File: config.mk
export PLATFORM = sky130hd
export DESIGN_NAME = ppum_cfg_regs
export DESIGN_NICKNAME = d
export VERILOG_FILES = /design/src/ppum_pkg.sv /design/src/ppum_mode_sel.sv /design/src/ppum_baud_tick.sv /design/src/ppum_cfg_regs.sv
export SDC_FILE = /design/constraint.sdc
export NUM_CORES = 1
export LEC_CHECK = 0
export ABC_AREA = 1
export BUFFER_PORTS_ARGS = -buffer_cell sky130_fd_sc_hd__clkbuf_2
export CAP_MARGIN = 15
export CELL_PAD_IN_SITES_DETAIL_PLACEMENT = 1
export CELL_PAD_IN_SITES_GLOBAL_PLACEMENT = 2
export CORE_ASPECT_RATIO = 0.9
export CORE_MARGIN = 2
export CORE_UTILIZATION = 31
export CTS_CLUSTER_SIZE = 24
export DETAILED_ROUTE_END_ITERATION = 10
export HOLD_SLACK_MARGIN = 0.1
export PLACE_DENSITY_LB_ADDON = 0.12
export REMOVE_ABC_BUFFERS = 1
export SETUP_SLACK_MARGIN = 0.3
export SYNTH_ARGS = -nofsm -noshare
export SYNTH_HDL_FRONTEND = slang
export SYNTH_SLANG_ARGS = --single-unit
File: constraint.sdc
create_clock -name CLK_SYS -period 1.8 [get_ports CLK_SYS]
set_input_delay 0.27 -clock CLK_SYS [delete_from_list [all_inputs] [get_ports CLK_SYS]]
set_output_delay 0.27 -clock CLK_SYS [all_outputs]
set_load 0.01 [all_outputs]
File: src/ppum_pkg.sv
`default_nettype none
package ppum_pkg;
  // Configuration register indices.
  localparam logic [7:0] IDX_PP_UART_MISC_CTRL = 8'h04;
  localparam logic [7:0] IDX_RESERVED_CFG_FIVE = 8'h05;
  localparam logic [7:0] IDX_RESERVED_CFG_SIX = 8'h06;
  localparam logic [7:0] IDX_AUTO_POWER_DOWN_CTRL = 8'h07;
  localparam logic [7:0] IDX_RESERVED_CFG_EIGHT = 8'h08;
  localparam logic [7:0] IDX_FACTORY_TEST_CTRL_FOUR = 8'h09;
  // Reset values.
  localparam logic [7:0] RST_PP_UART_MISC_CTRL = 8'h00;
  localparam logic [7:0] RST_AUTO_POWER_DOWN_CTRL = 8'h00;
  localparam logic [7:0] RST_FACTORY_TEST_CTRL_FOUR = 8'h00;
  // Writable bit masks; other bits read as zero.
  localparam logic [7:0] MASK_PP_UART_MISC_CTRL = 8'h53;
  localparam logic [7:0] MASK_AUTO_POWER_DOWN_CTRL = 8'h50;
  localparam logic [7:0] MASK_FACTORY_TEST_CTRL_FOUR = 8'hFF;
  // Field positions.
  localparam int PP_EXT_MODE_LSB = 0;
  localparam int MUSIC_CLK_BIT = 4;
  localparam int EPP_VER_BIT = 6;
  localparam int PP_AUTO_PD_BIT = 4;
  localparam int UART_AUTO_PD_BIT = 6;
  localparam int PP_PRINTER_MODE_BIT = 3;
  // Extended mode field and extended control register mode codes.
  localparam logic [1:0] EXT_SPP = 2'h0;
  localparam logic [1:0] EXT_EPP_SPP = 2'h1;
  localparam logic [1:0] EXT_ECP = 2'h2;
  localparam logic [1:0] EXT_ECP_EPP = 2'h3;
  localparam logic [2:0] ECR_MODE_SPP = 3'h0;
  localparam logic [2:0] ECR_MODE_EPP = 3'h4;
  // Music serial link: 31.25 kbaud, 16x oversampled, from 200 MHz.
  localparam int CLK_HZ = 200_000_000;
  localparam int MUSIC_BAUD = 31_250;
  localparam int MUSIC_OVERSAMPLE = 16;
  localparam int MUSIC_DIV = CLK_HZ / (MUSIC_BAUD * MUSIC_OVERSAMPLE);
  localparam logic [8:0] MUSIC_DIV_LAST = 9'(MUSIC_DIV - 1);
  // Effective parallel port operating modes.
  typedef enum logic [2:0] {
    PM_PRINTER = 3'b000,
    PM_SPP = 3'b001,
    PM_EPP = 3'b010,
    PM_ECP = 3'b011
  } ppum_pmode_t;
endpackage
`default_nettype wire

File: src/ppum_mode_sel.sv
`default_nettype none
module ppum_mode_sel (
  // Controls.
  input wire logic printer_mode,
  input wire logic [1:0] ext_mode,
  input wire logic [2:0] ecr_mode,
  // Result.
  output ppum_pkg::ppum_pmode_t pmode
);
  // Printer mode overrides; ECP settings defer to the ecr mode field.
  always_comb begin
    pmode = ppum_pkg::PM_SPP;
    if (printer_mode) begin
      pmode = ppum_pkg::PM_PRINTER;
    end else begin
      case (ext_mode)
        ppum_pkg::EXT_SPP: pmode = ppum_pkg::PM_SPP;
        ppum_pkg::EXT_EPP_SPP: pmode = ppum_pkg::PM_EPP;
        ppum_pkg::EXT_ECP: begin
          pmode = (ecr_mode == ppum_pkg::ECR_MODE_SPP) ? ppum_pkg::PM_SPP
                                                      : ppum_pkg::PM_ECP;
        end
        ppum_pkg::EXT_ECP_EPP: begin
          if (ecr_mode == ppum_pkg::ECR_MODE_EPP) begin
            pmode = ppum_pkg::PM_EPP;
          end else if (ecr_mode == ppum_pkg::ECR_MODE_SPP) begin
            pmode = ppum_pkg::PM_SPP;
          end else begin
            pmode = ppum_pkg::PM_ECP;
          end
        end
        default: pmode = ppum_pkg::PM_SPP;
      endcase
    end
  end
endmodule
`default_nettype wire

File: src/ppum_baud_tick.sv
`default_nettype none
module ppum_baud_tick (
  // Clock and reset.
  input wire logic clk,
  input wire logic rst_n,
  // Control and tick.
  input wire logic enable,
  output logic tick
);
  logic [8:0] cnt_r;
  // Divider for the 16x music baud clock; 200 MHz / 400 is exact, so 0 percent error.
  always_ff @(posedge clk or negedge rst_n) begin
    if (!rst_n) begin
      cnt_r <= 9'h000;
      tick <= 1'b0;
    end else if (!enable) begin
      cnt_r <= 9'h000;
      tick <= 1'b0;
    end else begin
      tick <= (cnt_r == ppum_pkg::MUSIC_DIV_LAST);
      cnt_r <= (cnt_r == ppum_pkg::MUSIC_DIV_LAST) ? 9'h000 : cnt_r + 9'h001;
    end
  end
endmodule
`default_nettype wire

File: src/ppum_cfg_regs.sv
// Contract
// - Registers 04h, 07h, 09h are reachable only in configuration state with the index set.
// - Printer mode bit high forces printer mode; low lets the extended mode field apply.
// - Extended mode field 00 STANDARD_PARALLEL_MODE, 01 EPP and STANDARD_PARALLEL_MODE, 10 ECP, 11 ECP with EPP; default 00.
// - In ECP with EPP, ecr mode 100 enters EPP operation.
// - In the ECP settings, ecr mode 000 falls back to standard parallel operation.
// - Bits 2, 3, 5 and 7 of register 04h read as zero.
// - Bit 4 of register 04h enables the music serial clock option, default off.
// - With that option on, the serial port runs at 31.25 kbaud within one percent.
// - Bit 6 of register 04h picks EPP 1.9 when zero and EPP 1.7 when one.
// - Registers 04h, 07h and 09h clear to zero on power-on reset.
// - Hardware reset clears bits 7 to 4 of register 07h.
// - Bit 4 of register 07h enables parallel port auto power-down.
// - Bit 6 of register 07h enables UART auto power-down.
// - Bits 0 to 3, 5 and 7 of register 07h read as zero.
// - Registers 05h, 06h and 08h read as zero.
`default_nettype none
module ppum_cfg_regs (
  // Clock and resets.
  input wire logic CLK_SYS,
  input wire logic RST_B,
  input wire logic HARD_RST,
  // Configuration access.
  input wire logic CFG_STATE,
  input wire logic [7:0] CONFIG_SELECT_INDEX,
  input wire logic CFG_WR,
  input wire logic CFG_RD,
  input wire logic [7:0] CFG_WDATA,
  output logic [7:0] CFG_RDATA,
  output logic CFG_HIT,
  // Neighbouring state.
  input wire logic PP_PRINTER_MODE,
  input wire logic [2:0] ECR_MODE,
  // Decoded controls.
  output logic [2:0] PP_MODE,
  output logic [1:0] PP_EXT_MODE,
  output logic EPP_VERSION_SEL,
  output logic MUSIC_SERIAL_CLOCK_SEL,
  output logic MUSIC_BAUD_TICK,
  output logic PP_AUTO_PD_EN,
  output logic UART_AUTO_PD_EN,
  output logic [7:0] FACTORY_TEST
);
  logic rst_s1_r;
  logic rst_n_r;
  logic [7:0] misc_r;
  logic [7:0] apd_r;
  logic [7:0] test_r;
  logic acc_ok;
  logic [7:0] rd_nxt;
  logic tick_w;
  ppum_pkg::ppum_pmode_t pmode_w;

  // Returns true when the index selects a register of this slice.
  function automatic logic idx_is(input logic [7:0] idx, input logic [7:0] want);
    idx_is = (idx == want);
  endfunction

  // Reset release is synchronised so all flops leave reset on the same edge.
  always_ff @(posedge CLK_SYS or negedge RST_B) begin
    if (!RST_B) begin
      rst_s1_r <= 1'b0;
      rst_n_r <= 1'b0;
    end else begin
      rst_s1_r <= 1'b1;
      rst_n_r <= rst_s1_r;
    end
  end

  // Access qualifier: configuration state only.
  assign acc_ok = CFG_STATE;

  // Misc control register; only implemented bits store, others stay zero.
  always_ff @(posedge CLK_SYS or negedge rst_n_r) begin
    if (!rst_n_r) begin
      misc_r <= ppum_pkg::RST_PP_UART_MISC_CTRL;
    end else if (acc_ok && CFG_WR &&
                 idx_is(CONFIG_SELECT_INDEX, ppum_pkg::IDX_PP_UART_MISC_CTRL)) begin
      misc_r <= CFG_WDATA & ppum_pkg::MASK_PP_UART_MISC_CTRL;
    end
  end

  // Auto power-down register; hardware reset also clears the upper nibble.
  always_ff @(posedge CLK_SYS or negedge rst_n_r) begin
    if (!rst_n_r) begin
      apd_r <= ppum_pkg::RST_AUTO_POWER_DOWN_CTRL;
    end else if (HARD_RST) begin
      apd_r <= ppum_pkg::RST_AUTO_POWER_DOWN_CTRL;
    end else if (acc_ok && CFG_WR &&
                 idx_is(CONFIG_SELECT_INDEX, ppum_pkg::IDX_AUTO_POWER_DOWN_CTRL)) begin
      apd_r <= CFG_WDATA & ppum_pkg::MASK_AUTO_POWER_DOWN_CTRL;
    end
  end

  // Test register stores all bits; software is expected to leave it zero.
  always_ff @(posedge CLK_SYS or negedge rst_n_r) begin
    if (!rst_n_r) begin
      test_r <= ppum_pkg::RST_FACTORY_TEST_CTRL_FOUR;
    end else if (acc_ok && CFG_WR &&
                 idx_is(CONFIG_SELECT_INDEX, ppum_pkg::IDX_FACTORY_TEST_CTRL_FOUR)) begin
      test_r <= CFG_WDATA & ppum_pkg::MASK_FACTORY_TEST_CTRL_FOUR;
    end
  end

  // Read mux; reserved registers and unselected indices return zero.
  always_comb begin
    rd_nxt = 8'h00;
    case (CONFIG_SELECT_INDEX)
      ppum_pkg::IDX_PP_UART_MISC_CTRL: rd_nxt = misc_r;
      ppum_pkg::IDX_AUTO_POWER_DOWN_CTRL: rd_nxt = apd_r;
      ppum_pkg::IDX_FACTORY_TEST_CTRL_FOUR: rd_nxt = test_r;
      ppum_pkg::IDX_RESERVED_CFG_FIVE: rd_nxt = 8'h00;
      ppum_pkg::IDX_RESERVED_CFG_SIX: rd_nxt = 8'h00;
      ppum_pkg::IDX_RESERVED_CFG_EIGHT: rd_nxt = 8'h00;
      default: rd_nxt = 8'h00;
    endcase
  end

  // Registered read data one cycle after the read strobe; hit flag one cycle after a read or write strobe.
  always_ff @(posedge CLK_SYS or negedge rst_n_r) begin
    if (!rst_n_r) begin
      CFG_RDATA <= 8'h00;
      CFG_HIT <= 1'b0;
    end else begin
      CFG_RDATA <= (acc_ok && CFG_RD) ? rd_nxt : 8'h00;
      CFG_HIT <= acc_ok && (CFG_RD || CFG_WR) &&
                 (CONFIG_SELECT_INDEX >= ppum_pkg::IDX_PP_UART_MISC_CTRL) &&
                 (CONFIG_SELECT_INDEX <= ppum_pkg::IDX_FACTORY_TEST_CTRL_FOUR);
    end
  end

  // Effective parallel port mode decode.
  ppum_mode_sel u_mode (
    .printer_mode(PP_PRINTER_MODE),
    .ext_mode(misc_r[ppum_pkg::PP_EXT_MODE_LSB +: 2]),
    .ecr_mode(ECR_MODE),
    .pmode(pmode_w)
  );

  // Music baud divider runs only while the option is enabled.
  ppum_baud_tick u_tick (
    .clk(CLK_SYS),
    .rst_n(rst_n_r),
    .enable(misc_r[ppum_pkg::MUSIC_CLK_BIT]),
    .tick(tick_w)
  );

  // Control outputs are registered copies so every port comes from a flop.
  always_ff @(posedge CLK_SYS or negedge rst_n_r) begin
    if (!rst_n_r) begin
      PP_MODE <= 3'h0;
      PP_EXT_MODE <= ppum_pkg::EXT_SPP;
      EPP_VERSION_SEL <= 1'b0;
      MUSIC_SERIAL_CLOCK_SEL <= 1'b0;
      MUSIC_BAUD_TICK <= 1'b0;
      PP_AUTO_PD_EN <= 1'b0;
      UART_AUTO_PD_EN <= 1'b0;
      FACTORY_TEST <= 8'h00;
    end else begin
      PP_MODE <= pmode_w;
      PP_EXT_MODE <= misc_r[ppum_pkg::PP_EXT_MODE_LSB +: 2];
      EPP_VERSION_SEL <= misc_r[ppum_pkg::EPP_VER_BIT];
      MUSIC_SERIAL_CLOCK_SEL <= misc_r[ppum_pkg::MUSIC_CLK_BIT];
      MUSIC_BAUD_TICK <= tick_w;
      PP_AUTO_PD_EN <= apd_r[ppum_pkg::PP_AUTO_PD_BIT];
      UART_AUTO_PD_EN <= apd_r[ppum_pkg::UART_AUTO_PD_BIT];
      FACTORY_TEST <= test_r;
    end
  end
endmodule
`default_nettype wire

==> reports/qor_table.md <==
| Result | This run |
|---|---|
| Maximum achievable frequency | 757.6 MHz |
| Dominant delay contributor by cell family on the critical path | simple AND/OR/NAND/NOR gates |
| Startpoint of the worst register-to-register path | u_tick.cnt_r[0]$_DFF_PN0_ |
| Number of buffer cells added on primary ports | 51 |
| Die width | 90.00 um |
| Total count of max-transition violations in the final report | 0 |
| Layout Cell Area excl Fill | 2546 um^2 |
| Synth top cells by count | 52 x dfrtp_1, 41 x nand2_1, 30 x inv_1 |
| Critical Setup Path Class | reg -> reg |
| End point of the critical path | u_tick.cnt_r[3]$_DFF_PN0_ |
| Yosys warning total | 0 |
| Number of DRC markers after the initial detailed-route iteration | 33 |
| WP depth | 6 |
| Cell taking the most area after synthesis | dfrtp_1 |
| Core Area | 6516 um^2 |
| Accumulated negative setup slack | 0 ns |
| Initial antenna violation count | 0 |
| Power per Cell Area | 967.0 nW/um^2 |
| Maximum number of pins on one net before global-route repair | 51 |
| Type of element launching the critical path | flop |
| Largest fanout on the critical path | 4 |
| Number of nets in the final layout | 296 |
| Total congestion overflow after global routing | 0 |
| R2r worst-path depth | 6 |
| Bufs on Longest Clock Path | 2 |
| Setup Viol. Count Final | 0 |
| Number of enable flip-flop cells after synthesis | 0 |
| Clock tree from TritonCTS | yes |
| Seq pwr share | 56.4% |
| Delay of the slowest critical-path stage | 0.39 ns |
| Remaining number of nets flagged by the antenna check after routing | 0 |
| Post-placement cell area | 2434 um^2 |
| Worst reg-to-reg setup slack | 0.48 ns |
| Die Outline Area | 7325 um^2 |
| RSZ-0062 raised after global routing | false |
| Tcrit/Tclk final | 73.33% |
| Number of buffers inserted during clock tree synthesis | 5 |
| Most used cell along the critical path | nor2_1 |
| Setup repair bufs after CTS | 0 |
| Drt first pass iters | 4 |
| HPWL reported at the end of detailed placement | 3.293 mm |
| Number of failing hold endpoints at the final stage | 0 |
| Inserted Diodes | 0 |
| Slowest stage cell on the critical path | dfrtp_1 |
| Number of max-cap violations | 0 |
| Combinational power share | 14.5% |
| Nature of the critical path endpoint | flop |
| Root Driver | clkbuf_8 |
| Clock network power share | 29.1% |
| Number of global-route vias before repair | 1562 |
| Wire length per cell | 12.22 um |
| Distinct cells, synth | 22 |
| Post-layout min period | 1.320 ns |
| DRC Markers | 0 |
| Switching power | 671.6 uW |
| Average size of a mapped cell | 9.778 um^2 |
| Total internal power | 1791 uW |
| VDD IR-drop max | 0.4746 mV |
| Switching share of total power | 27.28% |
| Count of standard-cell rows | 28 |
| Reg2reg end | u_tick.cnt_r[3]$_DFF_PN0_ |
| Required time at the worst-slack endpoint | 2.00 ns |
| Starting utilization of the core area | 31.66% |
| Ordered cell list for the critical path | ha_1 -> nand2_1 -> nor2_1 -> nand4_1 -> nand2_2 -> nor2_1 |
| GRT Total Usage | 13.11% |
| Static leakage power | 0.001385 uW |
| Count of pins on the block boundary | 53 |
| Area fraction of the dominant cell type after synthesis | 63.07% |
| Most numerous cell in the Yosys netlist | dfrtp_1 |
| Data arrival time of the worst path | 1.52 ns |
| Insertion delay to the later sink of the worst-skew pair | 0.30 ns |
| Per-cell via count in the routed design | 4.286 |
| Leading register cell type out of synthesis | dfrtp_1 |
| Number of buffers and inverters on the critical path | 0 |
| Post-route clock skew | 0.003124 ns |
| Share of synthesized registers carrying an async set or reset | 100.0% |
| Clock-pin slew of the registers on the worst-case setup and hold paths | 0.09 ns |
| Post-synthesis sequential element count | 52 |
| Routability congestion estimate | 0.7398 |
| Worst setup path startpoint | u_tick.cnt_r[0]$_DFF_PN0_ |
| Number of instances in the synthesized netlist | 211 |
| Number of H-tree levels | 2 |
| Type of the most critical hold path | in -> reg |
| Wire length of the first global-routing pass | 7.569 mm |
| Status | finished, final reports clean |
| Area growth from synthesis to final layout | 23.41% |
| Proportion of layout cells with a drive suffix above 1 | 27.04% |
| Number of vias in the routed layout | 1543 |
| Leading post-synthesis cells by cell area | dfrtp_1 63%, nand2_1 7.5%, inv_1 5.5% |
| Aggregate routed wire length | 4.398 mm |
| Clk sinks | 52 |
| Post-synthesis instance area | 2063 um^2 |
| Share of the yosys chip area belonging to registers | 63.07% |
| Die outline height | 81.40 um |
## worst min path at each step
stage	cells after the start	from	endpoint
after floorplan	0	RST_B	rst_n_r$_DFF_PN0_
after global placement	1	RST_B	rst_s1_r$_DFF_PN0_
after detailed placement	1	RST_B	rst_s1_r$_DFF_PN0_
after CTS	2	PP_PRINTER_MODE	PP_MODE[0]$_DFF_PN0_
after global routing	2	PP_PRINTER_MODE	PP_MODE[0]$_DFF_PN0_
final	2	PP_PRINTER_MODE	PP_MODE[1]$_DFF_PN0_
## layout by cell type (no fill, tap or decap), types with 2 or more instances in the layout
master / n
xor2_1: 2
conb_1: 2
o21ai_0: 14
nand2_1: 40
nand2_2: 3
a21oi_1: 2
nand4_1: 2
inv_1: 30
clkbuf_2: 51
dfrtp_1: 51
a31oi_1: 2
nand3_1: 21
nor2_4: 4
nor3_1: 6
o21ai_2: 2
nor2_1: 20
xnor2_1: 2
clkbuf_8: 7
## logic make-up (layout without fill, tap and decap cells)
| logic type | Yosys count | count (layout) | synth area share (%) |
|---|---|---|---|
| adders and majority gates | 1 | 1 | 0.6063 |
| other | 2 | 2 | 0.3640 |
| DFF | 52 | 52 | 63.07 |
| xor gates and xnor gates | 4 | 4 | 1.698 |
| buffers and inverters | 33 | 92 | 6.731 |
| AOI/OAI and AO/OA | 20 | 20 | 5.337 |
| and+or+nand+nor | 99 | 99 | 22.20 |
## registers in the layout, indices dropped and copies added (netlist names), 2 cells and up
name,flops
PP_EXT_MODE,2
PP_MODE,2
apd_r,2
CFG_RDATA,8
test_r,8
misc_r,4
u_tick.cnt_r,9
FACTORY_TEST,8
## through the flow
step	std cells	setup WS [ns]	power (uW)	hold WS (ns)	utilization (%)
2_1_floorplan	208	0.2453	1640	-0.02559	-
3_3_place_gp	351	0.3503	1771	0.05613	37.35
5_1_grt	360	0.3136	2622	0.1242	39.07
3_5_place_dp	351	0.3173	1774	0.06420	37.35
4_1_cts	360	0.4339	2501	0.1221	39.04
6_report	360	0.4800	2462	0.1356	39.07
## power by group through the flow
stage	Clock [uW]	Combinational, uW	Sequential (uW)
CTS	746	366	1390
finish	717	357	1390
detailed placement	0	362	1410
floorplan	0	232	1410
global route	795	416	1410
global placement	0	357	1410
## metal layers
layer / vias to the layer above / wire, um / global-route usage, %
met4: 0 / 23 / 4.154
met5: - / 0 / 0
met1: 727 / 2274 / 19.31
met3: 5 / 188 / 3.061
met2: 36 / 1912 / 19.17
li1: 775 / - / -
## area by class of cell
class	count	area [um^2]
sequential	52	1303
clock buffer	8	100.1
inverter	30	112.6
timing repair buffer	54	292.8
tap	90	112.6
multi-input combinational	126	625.6
fill	794	3970
## what timing repair did
item,CTS,global route
endpoints found under the hold margin,2,0
endpoints found under the setup margin,0,4
resized for setup,0,1
hold buffers,1,0
No activity file was read; power rests on OpenSTA's default activity.
